`src/dsm_pkg.sv`:
```
// Shared constants and types for the drive sequencing state machine.
package dsm_pkg;

    // Register word indices on the Avalon-MM slave, taken from address bits 4:2.
    localparam logic [2:0] REG_CONTROL = 3'h0;
    localparam logic [2:0] REG_STATUS = 3'h1;
    localparam logic [2:0] REG_CONFIG = 3'h2;
    localparam logic [2:0] REG_SPEED_REF = 3'h3;
    localparam logic [2:0] REG_ADJUST = 3'h4;
    localparam logic [2:0] REG_CFG_PARAM = 3'h5;
    localparam logic [2:0] REG_AUTOTUNE = 3'h6;
    localparam int ADDR_LSB = 2;

    // Control word field positions.
    localparam int CW_SWITCH_ON = 0;
    localparam int CW_EN_VOLTAGE = 1;
    localparam int CW_QUICK_STOP = 2;
    localparam int CW_EN_OPER = 3;
    localparam int CW_FAULT_RESET = 7;
    localparam int CW_HALT = 8;

    // Drive configuration field positions and reset value.
    localparam int CFG_DIS_OPT = 0;
    localparam int CFG_QS_HOLD = 1;
    localparam int CFG_CONTACTOR = 2;
    localparam int CFG_REF_CHANNEL = 3;
    localparam logic [3:0] CFG_RESET = 4'h0;

    // Status word values reported for each visible state.
    localparam logic [15:0] SW_SW_ON_DIS = 16'h0040;
    localparam logic [15:0] SW_READY = 16'h0021;
    localparam logic [15:0] SW_SWITCHED_ON = 16'h0023;
    localparam logic [15:0] SW_OPER_EN = 16'h0027;
    localparam logic [15:0] SW_QUICK_STOP = 16'h0007;
    localparam logic [15:0] SW_FAULT = 16'h0008;
    localparam logic [15:0] SW_NOT_READY = 16'h0000;

    // Deceleration steps per clock for the normal and the fast ramp.
    localparam logic [15:0] RAMP_STEP = 16'h0001;
    localparam logic [15:0] FAST_STEP = 16'h0010;

    // Auto-tuning run time.
    localparam int TUNE_TIME_US = 100;
    localparam int CLK_MHZ = 25;
    localparam int TUNE_CYCLES = TUNE_TIME_US * CLK_MHZ;

    typedef enum logic [3:0] {
        ST_INIT,
        ST_SW_ON_DIS,
        ST_READY,
        ST_SWITCHED_ON,
        ST_OPER_EN,
        ST_OPER_STOP,
        ST_QUICK_STOP,
        ST_FAULT
    } dsm_state_e;

    typedef enum logic [2:0] {
        CMD_DIS_VOLTAGE,
        CMD_QUICK_STOP,
        CMD_SHUTDOWN,
        CMD_SWITCH_ON,
        CMD_ENABLE_OP,
        CMD_NONE
    } dsm_cmd_e;

endpackage

```
`src/dsm_ramp.sv`:
```
// Speed ramp that decelerates the held speed to zero on a stop.
`timescale 1ns/1ps
module dsm_ramp
(
    input wire logic clk,
    input wire logic rst_n,
    input wire logic run,
    input wire logic fast,
    input wire logic [15:0] speed_in,
    output logic done
);

    logic [15:0] speed_reg;
    logic [15:0] step;

    assign step = fast ? dsm_pkg::FAST_STEP : dsm_pkg::RAMP_STEP;
    assign done = (speed_reg == 16'h0000);

    // While not stopping the ramp follows the reference, so a stop starts from it.
    always_ff @(posedge clk or negedge rst_n)
    begin
        if (!rst_n)
            speed_reg <= 16'h0000;
        else if (!run)
            speed_reg <= speed_in;
        else if (speed_reg > step)
            speed_reg <= speed_reg - step;
        else
            speed_reg <= 16'h0000;
    end

endmodule

```
`src/dsm_top.sv`:
```
// Drive sequencing state machine with its Avalon-MM register slave.
//
// Our own choices: the placing of the registers and the Avalon-MM register port.
`timescale 1ns/1ps
// How it works
// - Initialization state is never reported.
// - Switch-on-disabled: locked, unpowered, contactor off, writable.
// - Ready: unpowered; advances only with line supply.
// - Switched-on: contactor driven, supply required, no voltage.
// - Configuration write in switched-on returns to disabled.
// - Operation enabled: powered; configuration writes rejected.
// - Zero reference or halt removes motor power.
// - Auto-tuning runs only in operation enabled.
// - Enable needs valid channel and first reference.
// - Disable option zero: coast straight to switched-on.
// - Disable option one: ramp down, then switched-on.
// - Quick stop powered until its ramp ends; restart only via disabled.
// - Auto-exit option: fast ramp, then disabled.
// - Hold option: stay until disable, key, freewheel.
// - Status word identifies the state; the stop ramp reads as operation enabled.
// - Fault stays locked until a fault reset.
module dsm_top
(
    input wire logic REF_CLK,
    input wire logic RSTN,
    input wire logic [4:0] AVS_ADDRESS,
    input wire logic AVS_READ,
    input wire logic AVS_WRITE,
    input wire logic [31:0] AVS_WRITEDATA,
    input wire logic [3:0] AVS_BYTEENABLE,
    output logic [31:0] AVS_READDATA,
    output logic AVS_WAITREQUEST,
    input wire logic LINE_SUPPLY_OK,
    input wire logic CHANNEL_VALID,
    input wire logic STOP_KEY,
    input wire logic FREEWHEEL_STOP,
    input wire logic FAULT_DETECTED,
    output logic MOTOR_POWER,
    output logic LINE_CONTACTOR,
    output logic DRIVE_UNLOCKED,
    output logic AUTOTUNE_ACTIVE,
    output logic [15:0] STATE_WORD
);

    ////////////////////////////////////////////////////////////////////////////////
    // Decoding helpers.

    // Commands are decoded from single control word bits, checked in priority order.
    function automatic dsm_pkg::dsm_cmd_e decode_cmd(input logic [15:0] cw);
        if (!cw[dsm_pkg::CW_EN_VOLTAGE])
            return dsm_pkg::CMD_DIS_VOLTAGE;
        else if (!cw[dsm_pkg::CW_QUICK_STOP])
            return dsm_pkg::CMD_QUICK_STOP;
        else if (!cw[dsm_pkg::CW_SWITCH_ON])
            return dsm_pkg::CMD_SHUTDOWN;
        else if (!cw[dsm_pkg::CW_EN_OPER])
            return dsm_pkg::CMD_SWITCH_ON;
        else
            return dsm_pkg::CMD_ENABLE_OP;
    endfunction

    function automatic logic [15:0] merge_lanes(input logic [15:0] old,
        input logic [31:0] wd, input logic [3:0] be);
        logic [15:0] res;
        res = old;
        if (be[0])
            res[7:0] = wd[7:0];
        if (be[1])
            res[15:8] = wd[15:8];
        return res;
    endfunction

    ////////////////////////////////////////////////////////////////////////////////
    // Register slave.

    logic wait_reg;
    logic [31:0] rdata_reg;
    logic [15:0] control_reg;
    logic [3:0] config_reg;
    logic [15:0] speed_ref_reg;
    logic [15:0] adjust_reg;
    logic [15:0] cfg_param_reg;
    logic ref_seen_reg;
    logic fault_bit_reg;
    logic tune_busy_reg;
    logic [11:0] tune_cnt_reg;
    logic [15:0] state_word_reg;
    dsm_pkg::dsm_state_e state_reg;
    dsm_pkg::dsm_state_e state_next;
    dsm_pkg::dsm_cmd_e cmd;
    logic [2:0] reg_sel;
    logic wr_fire;
    logic cfg_wr;
    logic cfg_allowed;
    logic tune_start;
    logic ramp_run;
    logic ramp_done;
    logic fault_reset;
    logic qs_exit;
    logic ref_ready;

    assign reg_sel = AVS_ADDRESS[4:dsm_pkg::ADDR_LSB];
    // A write takes effect only at the edge where the master sees waitrequest low.
    assign wr_fire = AVS_WRITE && !wait_reg;
    assign cfg_wr = wr_fire && (reg_sel == dsm_pkg::REG_CFG_PARAM);
    assign cmd = decode_cmd(control_reg);

    // One wait cycle for every access keeps reads and writes alike.
    always_ff @(posedge REF_CLK or negedge RSTN)
    begin
        if (!RSTN)
            wait_reg <= 1'b1;
        else if ((AVS_READ || AVS_WRITE) && wait_reg)
            wait_reg <= 1'b0;
        else
            wait_reg <= 1'b1;
    end

    // Unmapped offsets read as zero.
    always_ff @(posedge REF_CLK or negedge RSTN)
    begin
        if (!RSTN)
            rdata_reg <= 32'h0000_0000;
        else if (AVS_READ && wait_reg)
        begin
            case (reg_sel)
                dsm_pkg::REG_CONTROL: rdata_reg <= {16'h0000, control_reg};
                dsm_pkg::REG_STATUS: rdata_reg <= {16'h0000, state_word_reg};
                dsm_pkg::REG_CONFIG: rdata_reg <= {28'h000_0000, config_reg};
                dsm_pkg::REG_SPEED_REF: rdata_reg <= {16'h0000, speed_ref_reg};
                dsm_pkg::REG_ADJUST: rdata_reg <= {16'h0000, adjust_reg};
                dsm_pkg::REG_CFG_PARAM: rdata_reg <= {16'h0000, cfg_param_reg};
                dsm_pkg::REG_AUTOTUNE: rdata_reg <= {31'h0000_0000, tune_busy_reg};
                default: rdata_reg <= 32'h0000_0000;
            endcase
        end
    end

    always_ff @(posedge REF_CLK or negedge RSTN)
    begin
        if (!RSTN)
            control_reg <= 16'h0000;
        else if (wr_fire && reg_sel == dsm_pkg::REG_CONTROL)
            control_reg <= merge_lanes(control_reg, AVS_WRITEDATA, AVS_BYTEENABLE);
    end

    always_ff @(posedge REF_CLK or negedge RSTN)
    begin
        if (!RSTN)
            config_reg <= dsm_pkg::CFG_RESET;
        else if (wr_fire && reg_sel == dsm_pkg::REG_CONFIG && AVS_BYTEENABLE[0])
            config_reg <= AVS_WRITEDATA[3:0];
    end

    // The first reference written marks the channel as having supplied one.
    always_ff @(posedge REF_CLK or negedge RSTN)
    begin
        if (!RSTN)
        begin
            speed_ref_reg <= 16'h0000;
            ref_seen_reg <= 1'b0;
        end
        else if (wr_fire && reg_sel == dsm_pkg::REG_SPEED_REF)
        begin
            speed_ref_reg <= merge_lanes(speed_ref_reg, AVS_WRITEDATA, AVS_BYTEENABLE);
            ref_seen_reg <= 1'b1;
        end
    end

    // Adjustment parameters may change in every state.
    always_ff @(posedge REF_CLK or negedge RSTN)
    begin
        if (!RSTN)
            adjust_reg <= 16'h0000;
        else if (wr_fire && reg_sel == dsm_pkg::REG_ADJUST)
            adjust_reg <= merge_lanes(adjust_reg, AVS_WRITEDATA, AVS_BYTEENABLE);
    end

    // Configuration is frozen while the motor may be powered.
    assign cfg_allowed = (state_reg != dsm_pkg::ST_OPER_EN)
        && (state_reg != dsm_pkg::ST_OPER_STOP)
        && (state_reg != dsm_pkg::ST_QUICK_STOP);

    always_ff @(posedge REF_CLK or negedge RSTN)
    begin
        if (!RSTN)
            cfg_param_reg <= 16'h0000;
        else if (cfg_wr && cfg_allowed)
            cfg_param_reg <= merge_lanes(cfg_param_reg, AVS_WRITEDATA, AVS_BYTEENABLE);
    end

    ////////////////////////////////////////////////////////////////////////////////
    // Sequencing.

    always_ff @(posedge REF_CLK or negedge RSTN)
    begin
        if (!RSTN)
            fault_bit_reg <= 1'b0;
        else
            fault_bit_reg <= control_reg[dsm_pkg::CW_FAULT_RESET];
    end

    assign fault_reset = control_reg[dsm_pkg::CW_FAULT_RESET] && !fault_bit_reg;
    assign qs_exit = (cmd == dsm_pkg::CMD_DIS_VOLTAGE) || STOP_KEY || FREEWHEEL_STOP;
    assign ref_ready = !config_reg[dsm_pkg::CFG_REF_CHANNEL] || ref_seen_reg;
    assign ramp_run = (state_reg == dsm_pkg::ST_OPER_STOP)
        || (state_reg == dsm_pkg::ST_QUICK_STOP);

    dsm_ramp u_ramp
    (
        .clk(REF_CLK),
        .rst_n(RSTN),
        .run(ramp_run),
        .fast(state_reg == dsm_pkg::ST_QUICK_STOP),
        .speed_in(speed_ref_reg),
        .done(ramp_done)
    );

    always_comb
    begin
        state_next = state_reg;
        case (state_reg)
            dsm_pkg::ST_INIT:
                state_next = dsm_pkg::ST_SW_ON_DIS;
            dsm_pkg::ST_SW_ON_DIS:
                if (cmd == dsm_pkg::CMD_SHUTDOWN)
                    state_next = dsm_pkg::ST_READY;
            dsm_pkg::ST_READY:
                if (cmd == dsm_pkg::CMD_DIS_VOLTAGE || cmd == dsm_pkg::CMD_QUICK_STOP)
                    state_next = dsm_pkg::ST_SW_ON_DIS;
                else if (cmd != dsm_pkg::CMD_SHUTDOWN && LINE_SUPPLY_OK)
                    state_next = dsm_pkg::ST_SWITCHED_ON;
            dsm_pkg::ST_SWITCHED_ON:
                if (cfg_wr || !LINE_SUPPLY_OK)
                    state_next = dsm_pkg::ST_SW_ON_DIS;
                else if (cmd == dsm_pkg::CMD_DIS_VOLTAGE || cmd == dsm_pkg::CMD_QUICK_STOP)
                    state_next = dsm_pkg::ST_SW_ON_DIS;
                else if (cmd == dsm_pkg::CMD_SHUTDOWN)
                    state_next = dsm_pkg::ST_READY;
                else if (cmd == dsm_pkg::CMD_ENABLE_OP && CHANNEL_VALID && ref_ready)
                    state_next = dsm_pkg::ST_OPER_EN;
            dsm_pkg::ST_OPER_EN:
                if (!LINE_SUPPLY_OK || FREEWHEEL_STOP || cmd == dsm_pkg::CMD_DIS_VOLTAGE)
                    state_next = dsm_pkg::ST_SW_ON_DIS;
                else if (cmd == dsm_pkg::CMD_QUICK_STOP)
                    state_next = dsm_pkg::ST_QUICK_STOP;
                else if (cmd == dsm_pkg::CMD_SHUTDOWN)
                    state_next = dsm_pkg::ST_READY;
                else if (cmd == dsm_pkg::CMD_SWITCH_ON && !config_reg[dsm_pkg::CFG_DIS_OPT])
                    state_next = dsm_pkg::ST_SWITCHED_ON;
                else if (cmd == dsm_pkg::CMD_SWITCH_ON)
                    state_next = dsm_pkg::ST_OPER_STOP;
            dsm_pkg::ST_OPER_STOP:
                if (!LINE_SUPPLY_OK || FREEWHEEL_STOP || cmd == dsm_pkg::CMD_DIS_VOLTAGE)
                    state_next = dsm_pkg::ST_SW_ON_DIS;
                else if (cmd == dsm_pkg::CMD_QUICK_STOP)
                    state_next = dsm_pkg::ST_QUICK_STOP;
                else if (ramp_done)
                    state_next = dsm_pkg::ST_SWITCHED_ON;
            dsm_pkg::ST_QUICK_STOP:
                if (qs_exit || !LINE_SUPPLY_OK)
                    state_next = dsm_pkg::ST_SW_ON_DIS;
                else if (ramp_done && !config_reg[dsm_pkg::CFG_QS_HOLD])
                    state_next = dsm_pkg::ST_SW_ON_DIS;
            dsm_pkg::ST_FAULT:
                if (fault_reset)
                    state_next = dsm_pkg::ST_SW_ON_DIS;
            default:
                state_next = dsm_pkg::ST_SW_ON_DIS;
        endcase
        if (FAULT_DETECTED)
            state_next = dsm_pkg::ST_FAULT;
    end

    always_ff @(posedge REF_CLK or negedge RSTN)
    begin
        if (!RSTN)
            state_reg <= dsm_pkg::ST_INIT;
        else
            state_reg <= state_next;
    end

    ////////////////////////////////////////////////////////////////////////////////
    // Auto-tuning.

    assign tune_start = wr_fire && reg_sel == dsm_pkg::REG_AUTOTUNE && AVS_WRITEDATA[0]
        && state_reg == dsm_pkg::ST_OPER_EN && !tune_busy_reg;

    // Leaving operation enabled aborts a run, since current can no longer be injected.
    always_ff @(posedge REF_CLK or negedge RSTN)
    begin
        if (!RSTN)
        begin
            tune_busy_reg <= 1'b0;
            tune_cnt_reg <= 12'h000;
        end
        else if (tune_start)
        begin
            tune_busy_reg <= 1'b1;
            tune_cnt_reg <= 12'h000;
        end
        else if (tune_busy_reg)
        begin
            if (state_reg != dsm_pkg::ST_OPER_EN
                || tune_cnt_reg == 12'(dsm_pkg::TUNE_CYCLES - 1))
                tune_busy_reg <= 1'b0;
            tune_cnt_reg <= tune_cnt_reg + 12'h001;
        end
    end

    ////////////////////////////////////////////////////////////////////////////////
    // Outputs.

    always_ff @(posedge REF_CLK or negedge RSTN)
    begin
        if (!RSTN)
        begin
            MOTOR_POWER <= 1'b0;
            DRIVE_UNLOCKED <= 1'b0;
            LINE_CONTACTOR <= 1'b0;
        end
        else
        begin
            MOTOR_POWER <= (state_reg == dsm_pkg::ST_OPER_EN && speed_ref_reg != 16'h0000
                && !control_reg[dsm_pkg::CW_HALT])
                || (ramp_run && !ramp_done);
            DRIVE_UNLOCKED <= state_reg == dsm_pkg::ST_OPER_EN || (ramp_run && !ramp_done);
            LINE_CONTACTOR <= config_reg[dsm_pkg::CFG_CONTACTOR]
                && (state_reg == dsm_pkg::ST_SWITCHED_ON || state_reg == dsm_pkg::ST_OPER_EN
                || ramp_run);
        end
    end

    // The initialization state is shown as switch-on-disabled.
    always_ff @(posedge REF_CLK or negedge RSTN)
    begin
        if (!RSTN)
            state_word_reg <= dsm_pkg::SW_SW_ON_DIS;
        else
        begin
            case (state_reg)
                dsm_pkg::ST_READY: state_word_reg <= dsm_pkg::SW_READY;
                dsm_pkg::ST_SWITCHED_ON: state_word_reg <= dsm_pkg::SW_SWITCHED_ON;
                dsm_pkg::ST_OPER_EN: state_word_reg <= dsm_pkg::SW_OPER_EN;
                dsm_pkg::ST_OPER_STOP: state_word_reg <= dsm_pkg::SW_OPER_EN;
                dsm_pkg::ST_QUICK_STOP: state_word_reg <= dsm_pkg::SW_QUICK_STOP;
                dsm_pkg::ST_FAULT: state_word_reg <= dsm_pkg::SW_FAULT;
                default: state_word_reg <= dsm_pkg::SW_SW_ON_DIS;
            endcase
        end
    end

    assign AVS_WAITREQUEST = wait_reg;
    assign AVS_READDATA = rdata_reg;
    assign AUTOTUNE_ACTIVE = tune_busy_reg;
    assign STATE_WORD = state_word_reg;
endmodule

```
`config.mk`:
```
export PLATFORM = sky130hd
export DESIGN_NAME = dsm_top
export DESIGN_NICKNAME = d
export VERILOG_FILES = /design/src/dsm_pkg.sv /design/src/dsm_ramp.sv /design/src/dsm_top.sv
export SDC_FILE = /design/constraint.sdc
export NUM_CORES = 1
export LEC_CHECK = 0
export BUFFER_PORTS_ARGS = -buffer_cell sky130_fd_sc_hd__buf_2
export CELL_PAD_IN_SITES_DETAIL_PLACEMENT = 0
export CELL_PAD_IN_SITES_GLOBAL_PLACEMENT = 1
export CORE_MARGIN = 2
export CORE_UTILIZATION = 48
export DETAILED_ROUTE_END_ITERATION = 16
export PLACE_DENSITY = 0.81
export SYNTH_ARGS = -nofsm -noshare
export SYNTH_HDL_FRONTEND = slang
export SYNTH_SLANG_ARGS = --single-unit
```
`constraint.sdc`:
```
create_clock -name REF_CLK -period 3.6 [get_ports REF_CLK]
set_input_delay 0.18 -clock REF_CLK [delete_from_list [all_inputs] [get_ports REF_CLK]]
set_output_delay 0.18 -clock REF_CLK [all_outputs]
set_load 0.03 [all_outputs]
```
[After elaboration in Yosys (flattened, before gate mapping)]
Cells that the tools add are included.
Storage, ports and cells
  input port bits: 50
  logic and storage cells: 153
  register bits after elaboration: 155
  output and inout port bits: 53
Operators by class
  $add $sub $neg: 2
  muxes and demuxes: 35
  reduce and logical (&&, ||, !) cells: 65
  order comparisons: 1
  eq/ne operators: 29
Operator list (count)
  $pmux 16 s7: 1
  $mux 4: 19
  $pmux 7 s5: 1
  $mux 16: 2
  $pmux 4 s7: 1
  $logic_and 1x1->1: 26
  $mux 12: 2
  $eq 4x3->1 const B: 4
  $gt 16x16->1: 1
  $logic_not 16->1: 1
  $reduce_and 2->1: 8
  $reduce_bool 16->1: 1
  $sub 16x16->16: 1
  $logic_or 1x1->1: 15
  $add 12x1->12 const B: 1
  $eq 12x12->1 const B: 1
  $eq 3x2->1 const B: 4
  $eq 3x3->1 const B: 4
  $mux 3: 4
  $ne 4x3->1 const B: 3
  $logic_not 1->1: 9
  $eq 4x2->1 const B: 2
  $ne 4x4->1 const B: 2
  $ne 7x7->1 const B: 1
  other kinds (12): 18

[Depth between registers and ports, before layout]
Gate-level depths: netlist of the first run.
  depth after elaboration: 13
  depth in mapped cells: 10
  gate-level depth less buffers: 8

[Hierarchy]
From an unflattened synthesis of the first run, not the netlist that was laid out.
Second synthesis, totals
  cell total of the unflattened synthesis: 603
  area, all modules: 6640.1 µm²
Modules (own cells, without submodules)
  dsm_top: cells an instance 495, times used 1, area an instance 5574.1 µm², seq. area each 2805.2 µm²
  dsm_ramp: cells an instance 108, times used 1, area an instance 1066.0 µm², seq. area each 400.4 µm²

[Worst setup path before layout of the first run]
No wires, ideal clock.
  kind: flip-flop to flip-flop
  start point: register state_reg[0]
  end point: register u_ramp.speed_reg[10]
  stages on the path, launching flop included: 11
  buffers on the path: 2
  arrival: 2.350 ns
  library setup time: 0.083 ns
  path slack: 1.167 ns
  data required time: 3.517 ns
  period minus slack after synthesis: 2.433 ns
  cells stage by stage: dfrtp_1 > clkbuf_1 > nand3b_1 > ha_1 > ha_1 > nor3b_1 > o211ai_1 > a21oi_1 > or2_2 > clkbuf_1 > o21ai_0
On the way
  word-level cells in the longest chain between the ends: 5
  elaborated cells between the ends (all ways): 8
  those cells by class: 1 x add/sub; 1 x order compare; 2 x eq/ne; 3 x mux; 1 x reduce/logical
Ends and longest elaborated chain
  from (decl): line dsm_top.sv:88  | dsm_pkg::dsm_state_e state_reg;
  from (signal assigned): line dsm_top.sv:278  | state_reg <= dsm_pkg::ST_INIT;
  from (signal assigned): line dsm_top.sv:280  | state_reg <= state_next;
  $eq 4x3->1: line dsm_top.sv:207, dsm_top.sv:214
  $mux 5: line dsm_ramp.sv:16  | assign step = fast ? dsm_pkg::FAST_STEP : dsm_pkg::RAMP_STEP;
  $sub 16x16->16 or $gt 16x16->1 (tied branches): line dsm_ramp.sv:27, dsm_ramp.sv:26
  $mux 16: line dsm_ramp.sv:26  | else if (speed_reg > step)
  $mux 16 *: line dsm_ramp.sv:24  | else if (!run)
  to (signal assigned): line dsm_ramp.sv:25  | speed_reg <= speed_in;
  to (signal assigned): line dsm_ramp.sv:27  | speed_reg <= speed_reg - step;
  to (decl): line dsm_ramp.sv:13  | logic [15:0] speed_reg;
Mark *: on every way between the ends. The rest lies on a longest branch, timed or not.
A chain may end at the register's enable or synchronous reset.

[Worst setup path in the final report of the first run]
  start point: register state_reg[2]
  end point: register u_ramp.speed_reg[2]
The elaborated chain is that of the path after synthesis.

==> results of run 1 <==
==> stage by stage <==
step / total power, W / instances
after floorplan: 0.003335 / 609
after global placement: 0.003705 / 793
after detailed placement: 0.003762 / 793
after CTS: 0.005709 / 827
after global routing: 0.005997 / 827
final: 0.005687 / 828
==> final cells by class <==
class / count / share of cell area [%]
antenna: 1 / 0.03350
clock inverter: 8 / 2.362
timing repair buffer: 67 / 4.992
tap: 176 / 2.948
clock buffer: 23 / 6.533
sequential: 128 / 42.91
inverter: 11 / 0.5528
multi-input combinational: 414 / 39.66
==> layout by cell type, fill, tap and decap left out, types with 4 or more instances in the layout <==
master / n
a21oi_1: 14
a22o_1: 10
a22oi_1: 14
buf_2: 55
buf_4: 9
bufinv_16: 5
clkbuf_16: 17
clkbuf_8: 4
conb_1: 26
dfrtp_1: 126
ha_1: 6
inv_1: 11
mux2_2: 79
mux2i_1: 14
mux4_2: 4
nand2_1: 50
nand3_1: 21
nand3b_1: 6
nand4_1: 9
nor2_1: 28
nor2b_1: 8
nor3_1: 4
nor3b_1: 4
nor4_1: 10
o211ai_1: 5
o21ai_0: 47
xnor2_1: 10
==> power by group through the flow <==
stage                     combinational (W)  sequential (W)  clock, W
after floorplan                     0.00113         0.00220         0
after global placement              0.00155         0.00215         0
after detailed placement            0.00159         0.00218         0
after CTS                           0.00160         0.00215   0.00195
after global routing                0.00176         0.00221   0.00203
final                               0.00159         0.00216   0.00193
==> path summary, 6_finish.rpt <==
path | slack, ns | startpoint | endpoint
hold / removal | 0.03 | FAULT_DETECTED | state_reg[2]$_DFFE_PN0P_
setup reg to reg | 0.76 | state_reg[2]$_DFFE_PN0P_ | u_ramp.speed_reg[2]$_DFF_PN0_
hold reg to reg | 0.45 | control_reg[7]$_DFFE_PN0P_ | fault_bit_reg$_DFF_PN0_
setup / recovery | 0.76 | state_reg[2]$_DFFE_PN0P_ | u_ramp.speed_reg[2]$_DFF_PN0_
max in group asynchronous | 2.38 | RSTN | AVS_WAITREQUEST$_DFF_PN1_
min in group asynchronous | 0.37 | RSTN | u_ramp.speed_reg[15]$_DFF_PN0_
==> worst max-delay path, stage by stage (launching register included) <==
cell	delay, ns
dfrtp_1	0.64
nand3b_1	0.24
ha_1	0.29
ha_1	0.22
nor3b_1	0.18
o211ai_1	0.42
a21oi_1	0.11
or2_2	0.42
o21ai_0	0.22
==> logic make-up after synthesis <==
group / count (synthesis) / share of synthesized area, %
flip-flops: 128 / 49.75
AND/OR/NAND/NOR: 162 / 13.16
XOR/XNOR: 12 / 1.631
multiplexers: 97 / 17.38
buffers and inverters: 67 / 5.728
adder cells (fa/ha/maj): 7 / 1.320
AO/OA/AOI/OAI: 110 / 10.97
other: 1 / 0.05820
==> layer usage <==
layer	up-vias	track usage, %	wire length [um]
met5	-	0	8
met4	2	8.088	292
met3	27	5.894	793
met2	136	35.75	7138
li1	2178	-	-
met1	2362	29.73	6807
==> results.py, run 1 <==
metrics = {
    "cts": {
        "clockBufferDepth": 2,
        "cts_setup_buffers": 0,
        "clock-sinks": 128,
        "clkSlewWorstSetupHoldPaths_ns": 0.05,
        "clock_insertion_delay_worst_skew_ns": 0.42,
        "root_buffer": "clkbuf_16",
        "cts_buffers": 17,
        "htree_levels": 4,
        "cts_resized": 0,
        "cts_tree": "done",
        "cts_hold_buf": 3,
    },
    "synthesis": {
        "yosys.area.top_type_share_pct": 48.93,
        "asyncSetResetFlopFracSynth_pct": 100.0,
        "synth_area_per_cell_um2": 11.03,
        "synth_edf_count": 0,
        "ys_top_cells_by_count": "126 x dfrtp_1, 79 x mux2_2, 50 x nand2_1",
        "synth_cell_types": 56,
        "synthCells": 584,
        "synthFlopType": "dfrtp_1",
        "yosys_warnings": 0,
        "yosysMostFrequentCell": "dfrtp_1",
        "syn-cell-area_mm2": 0.006444,
        "synth_area_leader_cell": "dfrtp_1",
        "ys_seq_area_share_pct": 49.75,
        "synthTopCellsByArea": "dfrtp_1 49%, mux2_2 14%, o21ai_0 3.7%",
        "synth_seq_cells": 128,
    },
    "placement": {
        "dp_hpwl_um": 10390,
        "gp_congestion": 0.8820,
        "place.port_buffers": 56,
        "place_area_mm2": 0.006773,
        "place_ws_ns": 0.8055,
    },
    "grt": {
        "grt_util_all_layers_pct": 22.45,
        "grt_first_pass_wirelength_um": 24700,
        "grt_max_degree": 56,
        "grt_pass1_vias": 4705,
        "grt_overflow_total": 0,
        "antenna_found_initial": 2,
    },
    "cells_and_area": {
        "syn_to_final_growth_pct": 15.92,
        "drive_gt1_share_pct": 28.11,
        "multi_input_area_mm2": 0.002963,
        "fillerInstances": 1146,
        "nets": 695,
        "postLayoutCoreUtil_pct": 56.63,
        "final_area_mm2": 0.007470,
        "ff_latch_area_mm2": 0.003206,
    },
    "floorplanning": {
        "rows": 42,
        "start_util_pct": 48.85,
        "core_area_mm2": 0.01319,
        "ioPinCount": 103,
        "die_w_um": 119.9,
        "die_area_mm2": 0.01437,
        "die_h_um": 119.9,
    },
    "pwr": {
        "power_switching_w": 0.001880,
        "clockPowerShare_pct": 34.0,
        "ir_worst_vdd_mv": 0.3623,
        "p_comb_share_pct": 28.0,
        "p_seq_share_pct": 38.0,
        "p_leak_nw": 3.471,
        "sw_frac_of_total_pct": 33.06,
        "internal-power_w": 0.003807,
        "p_per_area_mw_per_mm2": 761.4,
    },
    "sta": {
        "finalSetupViolations": 0,
        "tightest_slew_ns": 0.8396,
        "hold_viol_final": 0,
        "fin_crit_sh_pct": 78.81,
        "fin_ws_ns": 0.7627,
        "max_freq_mhz": 352.4,
        "fin_setup_tns_ns": 0,
        "slew_headroom_pct": 43.91,
        "finClkSkew_ns": 0.005395,
        "slew_viol_final": 0,
        "post-route-min-period_ns": 2.837,
        "rsz0062_at_grt": "false",
        "whs_ns": 0.03144,
    },
    "hold_path": {
        "min_path_cells": 2,
        "min_path_type": "in -> reg",
    },
    "setup_path": {
        "arrival_ns": 3.16,
        "critical_path_class": "reg -> reg",
        "worstRegToRegCells": 8,
        "setup.worst_path.start_class": "flop",
        "endpoint_kind": "flop",
        "cp.required_ns": 3.93,
        "crit_fanout": 16,
    },
    "route": {
        "antenna_left": 0,
        "drt-total-wl_um": 15040,
        "via_per_inst": 5.682,
        "vias": 4705,
        "drt_pre_antenna_iters": 5,
        "dr.first_iter.drc_count": 334,
        "wire_per_inst_um": 18.17,
        "drc": 0,
    },
    "job": {
        "maxCapViolCount": 0,
    },
    "outcome": {
        "status": "completed",
    },
}
No activity file was read; power rests on OpenSTA's default activity.
==> inputs of run 2 (changes only) <==
--- a/config.mk
+++ b/config.mk
@@ -5,13 +5,14 @@
 export SDC_FILE = /design/constraint.sdc
 export NUM_CORES = 1
 export LEC_CHECK = 0
+export ABC_AREA = 1
 export BUFFER_PORTS_ARGS = -buffer_cell sky130_fd_sc_hd__buf_2
 export CELL_PAD_IN_SITES_DETAIL_PLACEMENT = 0
 export CELL_PAD_IN_SITES_GLOBAL_PLACEMENT = 1
 export CORE_MARGIN = 2
-export CORE_UTILIZATION = 48
+export CORE_UTILIZATION = 38
 export DETAILED_ROUTE_END_ITERATION = 16
-export PLACE_DENSITY = 0.81
+export PLACE_DENSITY = 0.72
 export SYNTH_ARGS = -nofsm -noshare
 export SYNTH_HDL_FRONTEND = slang
 export SYNTH_SLANG_ARGS = --single-unit
==> constraint.sdc (replaced) <==
create_clock -name REF_CLK -period 2.55 [get_ports REF_CLK]
set_input_delay 0.1275 -clock REF_CLK [delete_from_list [all_inputs] [get_ports REF_CLK]]
set_output_delay 0.1275 -clock REF_CLK [all_outputs]
set_load 0.03 [all_outputs]
==> results.py, run 2 <==
metrics = {
    "grt": {
        "antenna_found_initial": 0,
        "grt_first_pass_wirelength_um": 27800,
        "grt_pass1_vias": 5419,
        "grt_max_degree": 51,
        "grt_util_all_layers_pct": 19.90,
        "grt_overflow_total": 0,
    },
    "sta": {
        "fin_crit_sh_pct": 88.75,
        "rsz0062_at_grt": "false",
        "finClkSkew_ns": 0.006052,
        "finalSetupViolations": 0,
        "tightest_slew_ns": 0.5967,
        "whs_ns": 0.008576,
        "slew_viol_final": 0,
        "hold_viol_final": 0,
        "max_freq_mhz": 441.9,
        "slew_headroom_pct": 59.85,
        "post-route-min-period_ns": 2.263,
        "fin_setup_tns_ns": 0,
    },
    "placement": {
        "place_area_mm2": 0.006809,
        "dp_hpwl_um": 12070,
        "gp_congestion": 0.8639,
        "place.port_buffers": 56,
    },
    "cells_and_area": {
        "nets": 910,
        "final_area_mm2": 0.007442,
        "drive_gt1_share_pct": 14.88,
        "postLayoutCoreUtil_pct": 45.04,
        "fillerInstances": 1660,
        "n_antenna_cell": 0,
        "syn_to_final_growth_pct": 16.38,
        "final_cell_mix": "247 x nand2_1, 126 x dfrtp_1, 79 x o21ai_0",
        "final_common_cell": "nand2_1",
    },
    "outcome": {
        "status": "completed",
    },
    "synthesis": {
        "yosys.area.top_type_share_pct": 49.31,
        "yosysMostFrequentCell": "nand2_1",
        "synth_edf_count": 0,
        "synth_seq_cells": 128,
        "ys_top_cells_by_count": "247 x nand2_1, 126 x dfrtp_1, 79 x o21ai_0",
        "ys_seq_area_share_pct": 50.13,
        "synthTopCellsByArea": "dfrtp_1 49%, nand2_1 14%, o21ai_0 6.2%",
        "yosys_warnings": 0,
        "asyncSetResetFlopFracSynth_pct": 100.0,
        "synth_cell_types": 44,
        "synth_area_leader_cell": "dfrtp_1",
        "synth_area_per_cell_um2": 8.126,
        "synthCells": 787,
        "synthFlopType": "dfrtp_1",
        "syn-cell-area_mm2": 0.006395,
    },
    "setup_path": {
        "r2r_slack_ns": 0.29,
        "cp.required_ns": 2.88,
        "startpoint": "state_reg[2]$_DFFE_PN0P_",
        "worstRegToRegCells": 12,
        "critical_path_class": "reg -> reg",
        "endpoint_kind": "flop",
        "arrival_ns": 2.60,
        "r2r_start": "state_reg[2]$_DFFE_PN0P_",
        "reg2reg_to": "u_ramp.speed_reg[11]$_DFF_PN0_",
        "setup.worst_path.start_class": "flop",
        "crit_fanout": 11,
    },
    "cts": {
        "cts_setup_buffers": 0,
        "clkSlewWorstSetupHoldPaths_ns": 0.05,
        "root_buffer": "clkbuf_16",
        "clockBufferDepth": 2,
        "cts_tree": "done",
        "cts_buffers": 17,
        "clock-sinks": 128,
        "clock_insertion_delay_worst_skew_ns": 0.42,
        "htree_levels": 4,
    },
    "job": {
        "maxCapViolCount": 0,
    },
    "hold_path": {
        "min_path_type": "in -> reg",
        "worstHoldStart": "AVS_WRITEDATA[9]",
        "min_path_cells": 3,
        "min_to": "cfg_param_reg[9]$_DFFE_PN0P_",
    },
    "pwr": {
        "power_switching_w": 0.002783,
        "ir_worst_vdd_mv": 0.4689,
        "p_seq_share_pct": 39.1,
        "clockPowerShare_pct": 31.5,
        "sw_frac_of_total_pct": 36.75,
        "p_per_area_mw_per_mm2": 1018,
        "internal-power_w": 0.004791,
        "p_comb_share_pct": 29.4,
        "p_leak_nw": 3.694,
    },
    "floorplanning": {
        "die_h_um": 133.7,
        "ioPinCount": 103,
        "rows": 47,
        "start_util_pct": 38.70,
        "die_w_um": 133.7,
        "core_area_mm2": 0.01652,
        "die_area_mm2": 0.01788,
    },
    "route": {
        "via_per_inst": 4.976,
        "wire_per_inst_um": 15.41,
        "antenna_left": 0,
        "drt_pre_antenna_iters": 5,
        "drc": 0,
        "vias": 5409,
        "drt-total-wl_um": 16750,
        "dr.first_iter.drc_count": 416,
    },
}
==> run 2: cell types whose count changed after synthesis, sizes merged, moves of 13 or more <==
cell,delta
mux2i,-13
a22oi,-14
o21ai,+54
nand2,+199
inv,+65
nor2,+25
mux2,-79
clkbuf,-20
nand3,+23
==> run 2: power by group through the flow <==
stage          combinational [W]  clock (W)  sequential (W)
2_1_floorplan            0.00147          0         0.00306
3_3_place_gp             0.00217          0         0.00297
3_5_place_dp             0.00220          0         0.00298
4_1_cts                  0.00222    0.00243         0.00296
5_1_grt                  0.00253    0.00253         0.00303
6_report                 0.00222    0.00239         0.00296
==> run 2: timing repair <==
item / 4_1_cts / 5_1_grt
hold endpoints to repair: 40 / 0
hold buffers: 5 / 0
resized for setup: 0 / 0
endpoints found under the setup margin: 0 / 0
==> run 2: worst max-delay path, stage by stage, from the launching register on <==
cell     delay, ns
dfrtp_1       0.56
nand3_2       0.21
ha_1          0.29
ha_1          0.23
nand2_1       0.08
nand2_1       0.08
nand2_1       0.14
nor2_2        0.07
nand2_1       0.06
nand3_1       0.08
inv_1         0.18
nand2_1       0.06
o21ai_0       0.15
==> run 2: worst max path at each step <==
stage,endpoint
detailed placement,u_ramp.speed_reg[13]$_DFF_PN0_
floorplan,u_ramp.speed_reg[3]$_DFF_PN0_
finish,u_ramp.speed_reg[11]$_DFF_PN0_
global route,u_ramp.speed_reg[11]$_DFF_PN0_
CTS,u_ramp.speed_reg[11]$_DFF_PN0_
global placement,u_ramp.speed_reg[11]$_DFF_PN0_
==> run 2: final cells by class <==
| cell class | count | area (um2) | area share, % |
|---|---|---|---|
| flip-flops and latches | 128 | 3206 | 43.07 |
| clock buffers | 21 | 470.5 | 6.321 |
| multi-input cells | 562 | 2689 | 36.13 |
| well taps | 220 | 275.3 | 3.699 |
| inverters | 77 | 291.5 | 3.917 |
| clock inverters | 11 | 112.6 | 1.513 |
| repair buffers | 68 | 397.9 | 5.346 |
==> run 2: logic make-up after synthesis <==
group,Yosys count,share of synthesized area [%]
and+or+nand+nor,382,26.18
muxes,1,0.1565
DFF,128,50.13
xor gates and xnor gates,9,1.233
adders and majority gates,6,1.174
AOI/OAI and AO/OA,138,11.78
other,1,0.05864
buffers and inverters,122,9.294
==> run 2: through the flow <==
stage               worst slack [ns]  std cells  power, W
finish                        0.2868       1087  0.007574
global route                 0.02123       1087  0.008094
CTS                           0.2803       1087  0.007608
detailed placement            0.2965       1050  0.005183
global placement              0.3866       1050  0.005142
floorplan                     0.6559        812  0.004534
==> run 2: metal layers <==
layer	track usage (%)	wire, um	up-vias
li1	-	-	2654
met1	28.01	8342	2594
met2	30.54	7481	135
met3	4.262	671	26
met4	6.678	257	0
met5	0	0	-
==> inputs of run 3 (changes only) <==
==> constraint.sdc (replaced) <==
create_clock -name REF_CLK -period 2.55 [get_ports REF_CLK]
set_input_delay 0.51 -clock REF_CLK [delete_from_list [all_inputs] [get_ports REF_CLK]]
set_output_delay 0.51 -clock REF_CLK [all_outputs]
set_load 0.03 [all_outputs]
==> results.py, run 3 (synthesized netlist as in run 2, its figures left out) <==
metrics = {
    "sta": {
        "fin_crit_sh_pct": 90.36,
        "post-route-min-period_ns": 2.304,
        "fin_setup_tns_ns": 0,
        "whs_ns": 0.05845,
        "finClkSkew_ns": 0.005327,
        "finalSetupViolations": 0,
        "tightest_slew_ns": 0.9441,
        "max_freq_mhz": 434.0,
        "hold_viol_final": 0,
        "rsz0062_at_grt": "false",
        "slew_headroom_pct": 36.58,
        "slew_viol_final": 0,
    },
    "cts": {
        "root_buffer": "clkbuf_16",
        "cts_resized": 0,
        "clkSlewWorstSetupHoldPaths_ns": 0.06,
        "clockBufferDepth": 2,
        "cts_tree": "done",
        "clock-sinks": 128,
        "clock_insertion_delay_worst_skew_ns": 0.42,
        "cts_buffers": 17,
        "cts_hold_buf": 0,
        "htree_levels": 4,
        "cts_setup_buffers": 0,
    },
    "route": {
        "dr.first_iter.drc_count": 367,
        "via_per_inst": 4.950,
        "drc": 0,
        "drt-total-wl_um": 16530,
        "antenna_left": 0,
        "drt_pre_antenna_iters": 5,
        "wire_per_inst_um": 15.25,
        "vias": 5366,
    },
    "placement": {
        "gp_congestion": 0.8666,
        "place.port_buffers": 56,
        "dp_hpwl_um": 12080,
        "dp.cells": 1052,
    },
    "job": {
        "maxCapViolCount": 0,
    },
    "setup_path": {
        "reg2reg_to": "u_ramp.speed_reg[11]$_DFF_PN0_",
        "cp.required_ns": 2.88,
        "startpoint": "state_reg[2]$_DFFE_PN0P_",
        "slowest_stage": "dfrtp_1",
        "endpoint_kind": "flop",
        "r2r_start": "state_reg[2]$_DFFE_PN0P_",
        "crit_fanout": 11,
        "critical_path_class": "reg -> reg",
        "arrival_ns": 2.64,
        "worstRegToRegCells": 12,
        "cp_common_cell": "nand2_1",
        "crit_end": "u_ramp.speed_reg[11]$_DFF_PN0_",
        "crit_chain": "nand3_2 > ha_1 > ha_1 > nand2_1 > nand2_1 > nand2_1 > nor2_2 > nand2_1 > nand3_1 > inv_1 > nand2_1 > o21ai_0",
        "max_stage_delay_ns": 0.55,
        "setup.worst_path.start_class": "flop",
        "r2r_slack_ns": 0.25,
    },
    "cells_and_area": {
        "drive_gt1_share_pct": 15.05,
        "final_cell_mix": "247 x nand2_1, 126 x dfrtp_1, 79 x o21ai_0",
        "syn_to_final_growth_pct": 16.44,
        "ff_latch_area_mm2": 0.003206,
        "final_common_cell": "nand2_1",
        "nets": 907,
        "instances_no_fill": 1084,
        "n_antenna_cell": 0,
        "fillerInstances": 1670,
        "multi_input_area_mm2": 0.002689,
    },
    "floorplanning": {
        "rows": 47,
        "die_h_um": 133.7,
        "ioPinCount": 103,
        "die_area_mm2": 0.01788,
        "die_w_um": 133.7,
        "core_area_mm2": 0.01652,
        "start_util_pct": 38.70,
    },
    "grt": {
        "grt_util_all_layers_pct": 19.51,
        "antenna_found_initial": 0,
        "grt_first_pass_wirelength_um": 26890,
        "grt_max_degree": 44,
        "grt_overflow_total": 0,
        "grt_pass1_vias": 5110,
    },
    "pwr": {
        "p_per_area_mw_per_mm2": 1039,
        "p_leak_nw": 3.703,
        "ir_worst_vdd_mv": 0.5065,
    },
    "hold_path": {
        "min_path_type": "in -> async",
    },
    "outcome": {
        "status": "completed",
    },
}
[run 3: stage by stage]
| step | total power [W] | util (%) | area (um2) | setup WS [ns] |
|---|---|---|---|---|
| 4_1_cts | 0.007783 | 45.06 | 7446 | 0.2467 |
| 3_3_place_gp | 0.005141 | 41.30 | 6824 | 0.3508 |
| 2_1_floorplan | 0.004534 | - | 6489 | 0.6559 |
| 3_5_place_dp | 0.005187 | 41.30 | 6824 | 0.2800 |
| 6_report | 0.007736 | 45.06 | 7446 | 0.2458 |
| 5_1_grt | 0.008219 | 45.06 | 7446 | 0.008671 |
[run 3: area by class of cell]
cell class / instances / share of cell area (%)
sequential: 128 / 43.05
multi-input combinational: 562 / 36.11
clock buffer: 21 / 6.184
timing repair buffer: 65 / 4.873
inverter: 77 / 3.915
tap: 220 / 3.697
clock inverter: 11 / 2.168
[run 3: worst min-delay path by stage]
stage | to | slack, ns | start | depth (start not counted)
2_1_floorplan | AUTOTUNE_ACTIVE$_DFF_PN0_ | 0.21 | RSTN | 0
3_3_place_gp | fault_bit_reg$_DFF_PN0_ | 0.42 | control_reg[7]$_DFFE_PN0P_ | 0
3_5_place_dp | fault_bit_reg$_DFF_PN0_ | 0.43 | control_reg[7]$_DFFE_PN0P_ | 0
4_1_cts | AVS_READDATA[12]$_DFFE_PN0P_ | 0.08 | RSTN | 1
5_1_grt | AVS_READDATA[12]$_DFFE_PN0P_ | 0.09 | RSTN | 1
6_report | AVS_READDATA[12]$_DFFE_PN0P_ | 0.06 | RSTN | 1
[run 3: metal layers]
metal,vias to the layer above,share of wire (%),global-route usage [%],routed length [um]
li1,2649,-,-,-
met3,26,3.8,3.463,621
met5,-,0,0,0
met2,129,45,29.32,7379
met1,2562,50,28.20,8229
met4,0,1.8,7.210,297
[run 3: where the power goes]
| group | switching [W] | internal, W | total, W | leakage, nW |
|---|---|---|---|---|
| Sequential | 0.000420 | 0.00255 | 0.00297 | 1.63 |
| Clock | 0.000890 | 0.00168 | 0.00257 | 0.307 |
| Combinational | 0.00147 | 0.000734 | 0.00220 | 1.76 |
[run 3: worst max-delay path, delay by kind of cell, from the launching register on]
family / cells / cell delay, ns
adder cells (fa/ha/maj): 2 / 0.53
flip-flops: 1 / 0.55
buffers and inverters: 1 / 0.18
AO/OA/AOI/OAI: 1 / 0.16
AND/OR/NAND/NOR: 8 / 0.79
